File: src/hw/sifm_pkg.sv
// What this block does
// - quick-stop input clears control word bit 2 for emergency stop
// - with enable input, a fresh enable activation re-enables after stop; so does writing 0x06 then 0x0f
// - homing-start input starts origin search only while drive is enabled
// - when origin found, restore operating mode active before homing
// - command-activate input triggers like control word 0x2f to 0x3f
// - gear index bits 0..2 come from multi-function inputs 0..2
// - two-bit gain-table pointer from gain-switch inputs 0 and 1
// - motor-error input registers an external fault while asserted
// - each capture channel samples actual position on selected edge
// - capture responds to an input edge within 2 ms
// - rising edge on capture input 1 sets flag and stores position
// - falling edge on capture input 1 sets flag and stores position
// - while a capture flag is set, no further capture on that edge
// - capture channel 2 behaves like channel 1 with its own state
// - pre-enable 1 permits enabling, 0 refuses it
// - clear-pulse input discards received but unexecuted pulse data
// - pause input sets control word bit 8; release resumes commands
// - positive-trim input corrects position positively in pulse mode
// - negative-trim input corrects position negatively in pulse mode
// - position-index inputs select stored target entry in input mode
// - enable 1 gives configured control word, 0 forces 0x06
// - error-reset input sets control word bit 7
// - limit inputs are normally closed; 0 blocks that direction
`default_nettype none
package sifm_pkg;
	localparam int unsigned CLK_HZ        = 40_000_000;
	localparam int unsigned CAP_RESP_US   = 2000;
	localparam int unsigned CAP_RESP_CYC  =
		CAP_RESP_US * (CLK_HZ / 1_000_000);
	localparam int unsigned POS_W         = 32;
	localparam int unsigned CW_W          = 16;
	localparam int unsigned NCAP          = 2;
	// register word indexes
	localparam logic [3:0] A_CTRL    = 4'h0;
	localparam logic [3:0] A_STATUS  = 4'h1;
	localparam logic [3:0] A_CAPFLG  = 4'h2;
	localparam logic [3:0] A_EN_CW   = 4'h3;
	localparam logic [3:0] A_MODE    = 4'h4;
	localparam logic [3:0] A_CW      = 4'h5;
	localparam logic [3:0] A_CAP0    = 4'h8;
	// control word bits and values
	localparam int unsigned CW_QSTOP  = 2;
	localparam int unsigned CW_RSTERR = 7;
	localparam int unsigned CW_HALT   = 8;
	localparam logic [15:0] CW_SHUT   = 16'h0006;
	localparam logic [15:0] CW_OPER   = 16'h000f;
	localparam logic [15:0] CW_ARM    = 16'h002f;
	localparam logic [15:0] CW_GO     = 16'h003f;
	localparam logic [7:0]  MODE_HOME = 8'h06;
	localparam logic [7:0]  MODE_RST  = 8'h01;
	// ctrl register fields
	localparam int unsigned C_DINMODE = 0;
	localparam int unsigned C_PULSEMD = 1;
	localparam int unsigned C_CAPRISE = 2;
	localparam int unsigned C_CAPFALL = 4;

	typedef struct packed {
		logic enable;
		logic pre_enable;
		logic quick_stop_n;
		logic err_reset;
		logic start_home;
		logic home_found;
		logic activate;
		logic pause;
		logic motor_err;
		logic clear_pulse;
		logic trim_pos;
		logic trim_neg;
		logic lim_pos;
		logic lim_neg;
		logic [2:0] multi;
		logic [1:0] gain;
		logic [2:0] pos_idx;
		logic [1:0] cap;
	} sifm_din_t;
	localparam int unsigned DIN_W = $bits(sifm_din_t);
	// contact levels of an untouched input set
	localparam sifm_din_t DIN_IDLE = '{
		quick_stop_n: 1'b1, lim_pos: 1'b1, lim_neg: 1'b1, default: '0};
endpackage : sifm_pkg
`default_nettype wire

File: src/hw/sifm_mapper.sv
// Our own choices: the register offsets and the strobed register port.
`timescale 1ns/100ps
`default_nettype none
module sifm_mapper
	import sifm_pkg::*;
(
	// clock and reset
	input  wire logic              clk_sys,
	input  wire logic              reset,
	// digital inputs, already assigned to functions
	input  wire sifm_din_t         din,
	input  wire logic [POS_W-1:0]  act_pos,
	// register port
	input  wire logic [3:0]        reg_addr,
	input  wire logic [31:0]       reg_wdata,
	input  wire logic              reg_wr,
	input  wire logic              reg_rd,
	output logic      [31:0]       reg_rdata,
	// drive actions
	output logic      [CW_W-1:0]   ctrl_word,
	output logic      [7:0]        op_mode,
	output logic                   drive_enabled,
	output logic                   cmd_trigger,
	output logic                   ext_fault,
	output logic                   pulse_flush,
	output logic                   trim_pos_step,
	output logic                   trim_neg_step,
	output logic                   block_pos,
	output logic                   block_neg,
	output logic      [2:0]        gear_idx,
	output logic      [1:0]        gain_ptr,
	output logic      [2:0]        target_idx
);

////////////////////////////////////////////////////////////////////////////
	sifm_din_t s1_q, s2_q, s3_q;
	always_ff @(posedge clk_sys) begin
		// idle levels, so leaving reset fakes neither a quick stop nor an edge
		if (reset) begin
			s1_q <= DIN_IDLE;
			s2_q <= DIN_IDLE;
			s3_q <= DIN_IDLE;
		end else begin
			s1_q <= din;
			s2_q <= s1_q;
			s3_q <= s2_q;
		end
	end
	sifm_din_t d;
	assign d = s2_q;
	logic en_rise, home_rise, act_rise;
	assign en_rise   = d.enable & ~s3_q.enable;
	assign home_rise = d.start_home & ~s3_q.start_home;
	assign act_rise  = d.activate & ~s3_q.activate;

////////////////////////////////////////////////////////////////////////////
	logic [7:0]      ctrl_q, ctrl_d;
	logic [CW_W-1:0] en_cw_q, en_cw_d;
	logic [7:0]      mode_q, mode_d, saved_q, saved_d;
	logic            homing_q, homing_d;
	logic            qs_latch_q, qs_latch_d;
	logic            arm_d;
	logic [CW_W-1:0] cw_q, cw_d;
	logic            en_q, en_d, trig_q, trig_d;
	logic [CW_W-1:0] sw_cw_q, sw_cw_d;

	always_comb begin
		ctrl_d     = ctrl_q;
		en_cw_d    = en_cw_q;
		mode_d     = mode_q;
		saved_d    = saved_q;
		homing_d   = homing_q;
		qs_latch_d = qs_latch_q;
		arm_d      = 1'b0;
		trig_d     = 1'b0;
		sw_cw_d    = sw_cw_q;
		if (reg_wr) begin
			unique case (reg_addr)
				A_CTRL:  ctrl_d  = reg_wdata[7:0];
				A_EN_CW: en_cw_d = reg_wdata[CW_W-1:0];
				A_MODE:  mode_d  = reg_wdata[7:0];
				A_CW:    sw_cw_d = reg_wdata[CW_W-1:0];
				default: ;
			endcase
		end
		// software path: quick-stop latch cleared by 0x06 then 0x0f
		if (reg_wr && reg_addr == A_CW && qs_latch_q &&
				reg_wdata[CW_W-1:0] == CW_OPER && sw_cw_q == CW_SHUT)
			qs_latch_d = 1'b0;
		if (en_rise)
			qs_latch_d = 1'b0;
		if (!d.quick_stop_n)
			qs_latch_d = 1'b1;
		if (home_rise && en_q && !homing_q) begin
			saved_d  = mode_q;
			mode_d   = MODE_HOME;
			homing_d = 1'b1;
		end else if (homing_q && d.home_found) begin
			mode_d   = saved_q;
			homing_d = 1'b0;
		end
		if (act_rise)
			trig_d = 1'b1;
		arm_d = act_rise;

		en_d = d.enable & d.pre_enable & ~qs_latch_d;
		if (d.enable && d.pre_enable)
			cw_d = en_cw_q;
		else
			cw_d = CW_SHUT;
		// command patterns only while enabled, so they never lift a stop
		if (en_d) begin
			if (arm_d)
				cw_d = (cw_d & ~CW_GO) | CW_GO;
			else if (d.activate)
				cw_d = (cw_d & ~CW_GO) | CW_ARM;
		end
		if (qs_latch_d)
			cw_d[CW_QSTOP] = 1'b0;
		if (d.err_reset)
			cw_d[CW_RSTERR] = 1'b1;
		if (d.pause)
			cw_d[CW_HALT] = 1'b1;
	end

	always_ff @(posedge clk_sys) begin
		if (reset) begin
			ctrl_q     <= 8'h00;
			en_cw_q    <= CW_OPER;
			mode_q     <= MODE_RST;
			saved_q    <= MODE_RST;
			homing_q   <= 1'b0;
			qs_latch_q <= 1'b0;
			cw_q       <= CW_SHUT;
			en_q       <= 1'b0;
			trig_q     <= 1'b0;
			sw_cw_q    <= 16'h0000;
		end else begin
			ctrl_q     <= ctrl_d;
			en_cw_q    <= en_cw_d;
			mode_q     <= mode_d;
			saved_q    <= saved_d;
			homing_q   <= homing_d;
			qs_latch_q <= qs_latch_d;
			cw_q       <= cw_d;
			en_q       <= en_d;
			trig_q     <= trig_d;
			sw_cw_q    <= sw_cw_d;
		end
	end

////////////////////////////////////////////////////////////////////////////
	// plain routing; registered so every output leaves a flip-flop
	logic       flt_q, flush_q, tp_q, tn_q, bp_q, bn_q;
	logic [2:0] gear_q, tidx_q;
	logic [1:0] gain_q;
	logic       flt_d, flush_d, tp_d, tn_d, bp_d, bn_d;
	logic [2:0] gear_d, tidx_d;
	logic [1:0] gain_d;
	always_comb begin
		flt_d   = d.motor_err;
		flush_d = d.clear_pulse;
		tp_d    = d.trim_pos & ctrl_q[C_PULSEMD];
		tn_d    = d.trim_neg & ctrl_q[C_PULSEMD];
		bp_d    = ~d.lim_pos;
		bn_d    = ~d.lim_neg;
		gear_d  = {d.multi[2], d.multi[1], d.multi[0]};
		gain_d  = {d.gain[1], d.gain[0]};
		// holds last entry outside digital-input position mode
		tidx_d  = ctrl_q[C_DINMODE] ? d.pos_idx : tidx_q;
	end
	always_ff @(posedge clk_sys) begin
		if (reset) begin
			flt_q   <= 1'b0;
			flush_q <= 1'b0;
			tp_q    <= 1'b0;
			tn_q    <= 1'b0;
			bp_q    <= 1'b1;
			bn_q    <= 1'b1;
			gear_q  <= 3'h0;
			gain_q  <= 2'h0;
			tidx_q  <= 3'h0;
		end else begin
			flt_q   <= flt_d;
			flush_q <= flush_d;
			tp_q    <= tp_d;
			tn_q    <= tn_d;
			bp_q    <= bp_d;
			bn_q    <= bn_d;
			gear_q  <= gear_d;
			gain_q  <= gain_d;
			tidx_q  <= tidx_d;
		end
	end

////////////////////////////////////////////////////////////////////////////
	// capture: flag[2c] rising, flag[2c+1] falling; latency 3 cycles,
	// far inside the 2 ms response bound
	logic [2*NCAP-1:0] flg_q, flg_d;
	logic [POS_W-1:0]  cpos_q [2*NCAP];
	logic [POS_W-1:0]  cpos_d [2*NCAP];
	genvar c;
	generate
		for (c = 0; c < NCAP; c++) begin : g_cap
			logic rise, fall, clr_r, clr_f;
			assign rise = d.cap[c] & ~s3_q.cap[c] & ctrl_q[C_CAPRISE+c];
			assign fall = ~d.cap[c] & s3_q.cap[c] & ctrl_q[C_CAPFALL+c];
			assign clr_r = reg_wr && reg_addr == A_CAPFLG && !reg_wdata[2*c];
			assign clr_f = reg_wr && reg_addr == A_CAPFLG
				&& !reg_wdata[2*c+1];
			always_comb begin
				flg_d[2*c]    = flg_q[2*c];
				flg_d[2*c+1]  = flg_q[2*c+1];
				cpos_d[2*c]   = cpos_q[2*c];
				cpos_d[2*c+1] = cpos_q[2*c+1];
				if (clr_r)
					flg_d[2*c] = 1'b0;
				if (clr_f)
					flg_d[2*c+1] = 1'b0;
				// a clear wins over an edge in the same cycle while the flag is set; that edge is lost
				if (rise && !flg_q[2*c]) begin
					flg_d[2*c]  = 1'b1;
					cpos_d[2*c] = act_pos;
				end
				if (fall && !flg_q[2*c+1]) begin
					flg_d[2*c+1]  = 1'b1;
					cpos_d[2*c+1] = act_pos;
				end
			end
			always_ff @(posedge clk_sys) begin
				if (reset) begin
					flg_q[2*c]    <= 1'b0;
					flg_q[2*c+1]  <= 1'b0;
					cpos_q[2*c]   <= '0;
					cpos_q[2*c+1] <= '0;
				end else begin
					flg_q[2*c]    <= flg_d[2*c];
					flg_q[2*c+1]  <= flg_d[2*c+1];
					cpos_q[2*c]   <= cpos_d[2*c];
					cpos_q[2*c+1] <= cpos_d[2*c+1];
				end
			end
			a_cap_hold: assert property (
				@(posedge clk_sys) disable iff (reset)
				flg_q[2*c] && !clr_r |=> $stable(cpos_q[2*c])
			) else $error("rising capture overwritten while flagged");
			a_cap_take: assert property (
				@(posedge clk_sys) disable iff (reset)
				rise && !flg_q[2*c] |=>
				flg_q[2*c] && cpos_q[2*c] == $past(act_pos)
			) else $error("rising capture missed");
			a_fall_take: assert property (
				@(posedge clk_sys) disable iff (reset)
				fall && !flg_q[2*c+1] |=> flg_q[2*c+1]
			) else $error("falling capture missed");
			a_fall_pos: assert property (
				@(posedge clk_sys) disable iff (reset)
				fall && !flg_q[2*c+1] |=> cpos_q[2*c+1] == $past(act_pos)
			) else $error("falling capture position wrong");
			a_fall_hold: assert property (
				@(posedge clk_sys) disable iff (reset)
				flg_q[2*c+1] && !clr_f |=> $stable(cpos_q[2*c+1])
			) else $error("falling capture overwritten while flagged");
			a_flag_clear: assert property (
				@(posedge clk_sys) disable iff (reset)
				clr_r && !rise |=> !flg_q[2*c]
			) else $error("rising flag not cleared by zero write");
		end
	endgenerate

////////////////////////////////////////////////////////////////////////////
	logic [31:0] rd_q, rd_d;
	always_comb begin
		rd_d = 32'h0000_0000;
		if (reg_rd) begin
			unique case (reg_addr)
				A_CTRL:   rd_d = {24'h0, ctrl_q};
				A_STATUS: rd_d = {26'h0, flt_q, homing_q, qs_latch_q, en_q,
					bp_q, bn_q};
				A_CAPFLG: rd_d = {28'h0, flg_q};
				A_EN_CW:  rd_d = {16'h0, en_cw_q};
				A_MODE:   rd_d = {24'h0, mode_q};
				A_CW:     rd_d = {16'h0, cw_q};
				4'h8, 4'h9, 4'ha, 4'hb:
					rd_d = cpos_q[reg_addr[1:0]];
				default:  rd_d = 32'h0000_0000;
			endcase
		end
	end
	always_ff @(posedge clk_sys) begin
		if (reset)
			rd_q <= 32'h0000_0000;
		else
			rd_q <= rd_d;
	end

	assign reg_rdata     = rd_q;
	assign ctrl_word     = cw_q;
	assign op_mode       = mode_q;
	assign drive_enabled = en_q;
	assign cmd_trigger   = trig_q;
	assign ext_fault     = flt_q;
	assign pulse_flush   = flush_q;
	assign trim_pos_step = tp_q;
	assign trim_neg_step = tn_q;
	assign block_pos     = bp_q;
	assign block_neg     = bn_q;
	assign gear_idx      = gear_q;
	assign gain_ptr      = gain_q;
	assign target_idx    = tidx_q;

////////////////////////////////////////////////////////////////////////////
	a_qstop_bit: assert property (
		@(posedge clk_sys) disable iff (reset)
		!d.quick_stop_n |=> !cw_q[CW_QSTOP] && !en_q
	) else $error("quick stop did not clear bit 2");
	a_en_restart: assert property (
		@(posedge clk_sys) disable iff (reset)
		qs_latch_q && en_rise && d.quick_stop_n |=> !qs_latch_q
	) else $error("enable edge did not release quick stop");
	a_home_gate: assert property (
		@(posedge clk_sys) disable iff (reset)
		home_rise && !en_q && !homing_q |=> !homing_q
	) else $error("homing started while disabled");
	a_home_start: assert property (
		@(posedge clk_sys) disable iff (reset)
		home_rise && en_q && !homing_q |=> homing_q && op_mode == MODE_HOME
	) else $error("homing did not start while enabled");
	a_home_back: assert property (
		@(posedge clk_sys) disable iff (reset)
		homing_q && d.home_found |=> !homing_q && mode_q == $past(saved_q)
	) else $error("mode not restored after homing");
	a_act_go: assert property (
		@(posedge clk_sys) disable iff (reset)
		act_rise |=> (cmd_trigger &&
		((ctrl_word[5:0] == CW_GO[5:0]) == drive_enabled)) ##1 !cmd_trigger
	) else $error("activate did not pulse");
	a_pre_gate: assert property (
		@(posedge clk_sys) disable iff (reset)
		!d.pre_enable |=> !drive_enabled && ctrl_word[3:0] != CW_OPER[3:0]
	) else $error("enabled without pre-enable");
	a_en_word: assert property (
		@(posedge clk_sys) disable iff (reset)
		!d.enable && d.quick_stop_n && !qs_latch_q |=>
		ctrl_word[5:0] == CW_SHUT[5:0]
	) else $error("control word not forced to shutdown");
	a_err_bit: assert property (
		@(posedge clk_sys) disable iff (reset)
		d.err_reset |=> ctrl_word[CW_RSTERR]
	) else $error("error reset bit missing");
	a_pause_bit: assert property (
		@(posedge clk_sys) disable iff (reset)
		d.pause |=> ctrl_word[CW_HALT]
	) else $error("pause bit missing");
	a_gear_idx: assert property (
		@(posedge clk_sys) disable iff (reset)
		1'b1 |=> gear_idx == $past(d.multi)
	) else $error("gear index wrong");
	a_gain_ptr: assert property (
		@(posedge clk_sys) disable iff (reset)
		1'b1 |=> gain_ptr == $past(d.gain)
	) else $error("gain pointer wrong");
	a_fault_lvl: assert property (
		@(posedge clk_sys) disable iff (reset)
		1'b1 |=> ext_fault == $past(d.motor_err)
	) else $error("external fault not following input");
	a_flush_lvl: assert property (
		@(posedge clk_sys) disable iff (reset)
		d.clear_pulse |=> pulse_flush
	) else $error("pulse flush missing");
	a_trim_gate: assert property (
		@(posedge clk_sys) disable iff (reset)
		!ctrl_q[C_PULSEMD] |=> !trim_pos_step && !trim_neg_step
	) else $error("trim outside pulse mode");
	a_trim_pos: assert property (
		@(posedge clk_sys) disable iff (reset)
		d.trim_pos && ctrl_q[C_PULSEMD] |=> trim_pos_step
	) else $error("positive trim missing");
	a_trim_neg: assert property (
		@(posedge clk_sys) disable iff (reset)
		d.trim_neg && ctrl_q[C_PULSEMD] |=> trim_neg_step
	) else $error("negative trim missing");
	a_target_sel: assert property (
		@(posedge clk_sys) disable iff (reset)
		ctrl_q[C_DINMODE] |=> target_idx == $past(d.pos_idx)
	) else $error("target index wrong");
	a_limit_blk: assert property (
		@(posedge clk_sys) disable iff (reset)
		!d.lim_pos |=> block_pos
	) else $error("positive limit not blocking");
	a_limit_neg: assert property (
		@(posedge clk_sys) disable iff (reset)
		!d.lim_neg |=> block_neg
	) else $error("negative limit not blocking");
endmodule // sifm_mapper
`default_nettype wire

File: config.mk
export PLATFORM = sky130hd
export DESIGN_NAME = sifm_mapper
export DESIGN_NICKNAME = d
export VERILOG_FILES = /design/src/hw/sifm_pkg.sv /design/src/hw/sifm_mapper.sv
export SDC_FILE = /design/constraint.sdc
export NUM_CORES = 1
export LEC_CHECK = 0
export ABC_AREA = 1
export BUFFER_PORTS_ARGS = -buffer_cell sky130_fd_sc_hd__clkbuf_2
export CAP_MARGIN = 20
export CORE_MARGIN = 3
export CORE_UTILIZATION = 35
export DETAILED_ROUTE_END_ITERATION = 10
export GPL_TIMING_DRIVEN = 0
export PLACE_DENSITY = 0.53
export SYNTH_ARGS = -nofsm -noshare
export SYNTH_HDL_FRONTEND = slang
export SYNTH_SLANG_ARGS = --single-unit
File: constraint.sdc
create_clock -name clk_sys -period 1.9 [get_ports clk_sys]
set_input_delay 0.38 -clock clk_sys [delete_from_list [all_inputs] [get_ports clk_sys]]
set_output_delay 0.38 -clock clk_sys [all_outputs]
set_load 0.01 [all_outputs]
==> results of run 1 <==
## cells by family after synthesis
family                 synth area share [%]
AO/OA/AOI/OAI                          11.0
flip-flops                             66.0
AND/OR/NAND/NOR                        16.1
buffers and inverters                  6.83
## worst max-delay path: cells and delay by family, from the launching register on
| family | cells | cell delay, ns |
|---|---|---|
| flip-flops | 1 | 0.33 |
| AND/OR/NAND/NOR | 3 | 0.96 |
| buffers and inverters | 1 | 0.35 |
## cell usage after synthesis (10+ instances only)
library cell and n:
a21oi_1 62, a22oi_1 52, a31oi_1 10, buf_2 10, clkbuf_1 37, dfxtp_1 179
edfxtp_1 128, inv_1 139, nand2_1 138, nand3_1 19, nand4_1 10, nor2_1 268
o21ai_0 59
## metrics by stage
stage | power (µW) | util [%] | instance area, µm² | hold WS, ns
global placement | 7950 | 39.5 | 12500 | 0.355
detailed placement | 7960 | 39.7 | 12500 | 0.358
CTS | 15000 | 43.6 | 13800 | 0.0244
global route | 15300 | 43.6 | 13800 | 0.0452
floorplan | 7620 | - | 11200 | 0.352
finish | 14800 | 43.6 | 13800 | 0.0427
## registers in the layout, summed over array words and instances (netlist names), 3 cells and up
| name | count |
|---|---|
| cpos_q | 128 |
| ctrl_q | 8 |
| ctrl_word | 16 |
| d | 17 |
| en_cw_q | 16 |
| flg_q | 4 |
| gear_d | 3 |
| gear_idx | 3 |
| op_mode | 8 |
| reg_rdata | 32 |
| s1_q | 24 |
| s3_q | 5 |
| saved_q | 8 |
| sw_cw_q | 16 |
| target_idx | 3 |
## final cells by class
cell class / count / share of cell area, %
Sequential cell: 307 / 53.9
Multi-Input combinational cell: 661 / 22.2
Clock buffer: 56 / 8.11
Timing Repair Buffer: 152 / 5.74
Inverter: 143 / 3.89
Tap cell: 402 / 3.65
Buffer: 56 / 1.72
Clock inverter: 9 / 0.790
## where the power goes
group | switching, µW | total (µW) | internal, µW
registers | 67.4 | 7120 | 7050
logic | 481 | 696 | 215
clock network | 2660 | 6990 | 4330
## timing repair
action | 4_1_cts | 5_1_grt
endpoints found under the setup margin | 64 | 34
pin swaps | 0 | 0
resized for setup | 2 | 10
hold buffers | 0 | 0
## per-layer routing
layer  vias to the layer above  wire (µm)
met5                         -          0
met4                         0        766
met3                        56       2010
met2                       259      14300
met1                      3997      13500
li1                       4214          -
## path summary, 6_finish.rpt
kind	start	slack [ns]	to
worst min-delay path	din[4]	0.04	s1_q[4]
worst max register to register	flg_q[0]	0.10	cpos_q[0][19]
worst min register to register	d[10]	0.37	block_neg
worst max-delay path	flg_q[0]	0.10	cpos_q[0][19]
==> flow_metrics.tcl, run 1 <==
set metrics [dict create \
    start_util_pct 35.6 \
    critPathLaunchType "register" \
    clk_path_buf_depth 3 \
    slew_headroom_pct 50.5 \
    fin_ws_ns 0.104 \
    detailed_place_hpwl_um 21000 \
    path_cells "nor4_1 -> nand2_1 -> clkbuf_1 -> nor2_1" \
    syn_area_per_cell_um2 9.64 \
    fin_worst_skew_ns 0.0295 \
    drtAntennaViolNets 0 \
    yosysTopAreaCell "edfxtp_1" \
    cts_made_buffers 36 \
    outcome "completed" \
    viasPerCell 4.77 \
    antenna-diode-count 0 \
    clock_sinks 307 \
    crit_type "register to register" \
    gr-max-usage-layer "met2" \
    synthTopCellsByArea "edfxtp_1 34%, dfxtp_1 32%, nor2_1 8.9%" \
    rsz0062_at_grt "false" \
    grt_max_degree 33 \
    reg2regPathDepth 4 \
    die_w_um 185 \
    grtUsageTotal_pct 17.6 \
    fin_tns_setup_ns 0 \
    p_leak_uw 0.00594 \
    ys.flop_type "dfxtp_1" \
    grt_pass1_wl_um 46500 \
    antenna_found_initial 0 \
    first_global_vias 8280 \
    dieArea_mm2 0.0343 \
    hp-class "input port to register" \
    synth_nets 1263 \
    max-vdd-ir-drop_mv 0.630 \
    synth_cells 1167 \
    gr-usage-met2_pct 29.3 \
    instances_no_fill 1786 \
    synth_top_cell_area_share_pct 34.2 \
    drv_slew 0 \
    clkLatencyLatePin_ns 0.52 \
    critPathCaptureType "register" \
    clk_pin_slew_worst_paths_ns 0.06 \
    wl_per_cell_um 17.1 \
    final_hold_viol_count 0 \
    grt_overflow_total 0 \
    ys_seq_area_share_pct 66.0 \
    drv_cap 0 \
    layout_commonest_cell "nor2_1" \
    totalWireLength_um 30500 \
    synth_warnings 0 \
    setup_viol 0 \
    powerDensity_mw_per_mm2 1070 \
    multi_input_area_mm2 0.00306 \
    die_height_um 185 \
    syn_to_final_growth_pct 22.6 \
    cts_tree "built" \
    period_needed_ns 1.80 \
    tightest_slew_ns 0.742 \
    cp_slowest_stage_delay_ns 0.46 \
    fin_nets 1453 \
    cp.required_ns 2.26 \
    crit_arrival_ns 2.16 \
    layout_common_cells "268 x nor2_1, 179 x dfxtp_1, 156 x clkbuf_2" \
    met1_usage_pct 23.2 \
    synth_edf_count 128 \
    min_path_cells 3 \
    port_buffers 150 \
    dp_slack_ns -0.380 \
    synth_cell_type_count 32 \
    syn_area_mm2 0.0112 \
    design.core.area_mm2 0.0316 \
    fillCellCount 3115 \
    synth_seq_cells 307 \
    cts_max_level 2 \
    drt-pass1-iter-count 5 \
    ioPinCount 168 \
    vias 8526 \
    drc 0 \
    async_flop_share_pct 0 \
    grt.met3_usage_pct 3.59 \
    dp.cells 1721 \
    finalCritPeriodShare_pct 94.5 \
    gp_congestion 0.857 \
    max_freq_mhz 557 \
    rows 65 \
    drt_iter0_markers 525 \
    path_max_fanout 10 \
    seq_area_mm2 0.00743 \
    postCtsSetupBuffers 0 \
    root_buffer "clkbuf_16" \
    crit_slowest_cell "nor4_1" \
    drive_gt1_share_pct 17.9 \
]
Power figures use the tool's default switching activity.
==> run 2: changes to the inputs <==
==> constraint.sdc (replaced) <==
create_clock -name clk_sys -period 1.9 [get_ports clk_sys]
set_input_delay 0.38 -clock clk_sys [delete_from_list [all_inputs] [get_ports clk_sys]]
set_output_delay 0.38 -clock clk_sys [all_outputs]
set_load 0.1 [all_outputs]
==> run 2 against run 1 <==
Register-to-register slack got worse by 0.03 ns. Sequential power about the same. Design area down 0.75%. Critical path type is now register to primary output. Largest power group unchanged.
==> flow_metrics.tcl, run 2 (synthesis gave the netlist of run 1 again) <==
set metrics [dict create \
    cp_slowest_stage_delay_ns 0.51 \
    viasPerCell 4.77 \
    max-vdd-ir-drop_mv 0.565 \
    clkLatencyLatePin_ns 0.52 \
    critPathLaunchType "register" \
    drtAntennaViolNets 0 \
    crit_slowest_cell "clkbuf_2" \
    start_util_pct 35.6 \
    clock_sinks 307 \
    outcome "completed" \
    fin_ws_ns 0.0510 \
    design.core.area_mm2 0.0316 \
    dieArea_mm2 0.0343 \
    port_buffers 150 \
    wl_per_cell_um 17.1 \
    cp.required_ns 1.52 \
    top_register "cpos_q" \
    critPathTopFamily "buffers and inverters" \
    antenna_found_initial 0 \
    drive_gt1_share_pct 17.6 \
    cts_max_level 2 \
    crit_arrival_ns 1.47 \
    path_max_fanout 4 \
    drt-pass1-iter-count 4 \
    hp-class "input port to register" \
    rows 65 \
    ioPinCount 168 \
    final_hold_viol_count 0 \
    die_height_um 185 \
    gp_congestion 0.865 \
    layout_commonest_cell "nor2_1" \
    grt_overflow_total 0 \
    totalWireLength_um 30500 \
    path_cells "clkbuf_2" \
    fin_tns_setup_ns 0 \
    max_freq_mhz 541 \
    finalCritPeriodShare_pct 97.3 \
    clk_path_buf_depth 3 \
    clk_pin_slew_worst_paths_ns 0.06 \
    syn_to_final_growth_pct 21.6 \
    fin_worst_skew_ns 0.0153 \
    dp_slack_ns -0.444 \
    largest_register_ffs 128 \
    cts_made_buffers 35 \
    grtUsageTotal_pct 17.6 \
    slew_headroom_pct 55.3 \
    critPathCaptureType "primary output" \
    vias 8504 \
    crit_type "register to primary output" \
    final_area_mm2 0.0137 \
    detailed_place_hpwl_um 21300 \
    antenna-diode-count 0 \
    drv_slew 0 \
    tightest_slew_ns 0.671 \
    cts_tree "built" \
    first_global_vias 8296 \
    layout_common_cells "268 x nor2_1, 178 x dfxtp_1, 154 x clkbuf_2" \
    root_buffer "clkbuf_16" \
    drt_iter0_markers 560 \
    fin_nets 1452 \
    rsz0062_at_grt "false" \
    crit_buf_inv 1 \
    die_w_um 185 \
    place_area_mm2 0.0126 \
    period_needed_ns 1.85 \
    grt_pass1_wl_um 46600 \
    drc 0 \
    drv_cap 0 \
    grt_max_degree 33 \
    p_leak_uw 0.00589 \
    powerDensity_mw_per_mm2 1060 \
    setup_viol 0 \
]
==> run 2: changes by cell type in the layout (fill, tap and decap cells not counted) <==
cell and change:
dfxtp_2 +1, bufinv_16 -2, clkbuf_1 +3, buf_1 +1, nand2_4 +1, buf_16 +1
buf_12 -1, dfxtp_1 -1, clkinv_2 +1, clkinv_1 -1, clkbuf_2 -2, clkbuf_8 -1
clkbuf_16 -2, nand2_2 -1
==> run 2: through the flow <==
step	hold WS, ns	power, µW	instances	utilization [%]
after floorplan	0.352	7790	1167	-
after global placement	0.353	8120	1719	39.5
after detailed placement	0.355	8150	1721	39.7
after CTS	0.0280	14600	1783	43.2
after global routing	0.0380	15000	1783	43.2
final	0.0480	14500	1783	43.2
==> run 2: where the power goes <==
group          internal [µW]  switching (µW)
clock network           3850            2640
logic                    216             658
registers               7050            68.2
==> run 2: what timing repair did <==
action | in CTS | in global routing
gates cloned | 0 | 0
gates resized for setup | 1 | 9
hold buffers | 0 | 0
setup endpoints to repair | 32 | 80
buffers inserted | 0 | 0
==> run 2: worst paths after layout <==
kind         startpoint  cells past startpoint       endpoint  slack (ns)
max          op_mode[1]                      1     op_mode[1]        0.05
min             din[10]                      2       s1_q[10]        0.05
max reg2reg    flg_q[0]                      4  cpos_q[0][19]        0.07
min reg2reg       d[11]                      1      block_pos        0.37
==> run 2: per-layer routing <==
metal | part of all wire [%] | GRT usage, %
met5 | 0 | 0
met4 | 1.8 | 4.50
met3 | 5.7 | 3.61
met2 | 47 | 29.7
met1 | 45 | 23.3
==> run 2: layout make-up <==
type	instances	area (µm²)
fillers	3096	18000
flip-flops and latches	307	7430
multi-input cells	661	3070
clock buffers	55	1060
repair buffers	152	798
inverters	143	537
well taps	402	503
plain buffers	56	235
clock inverters	7	50.0
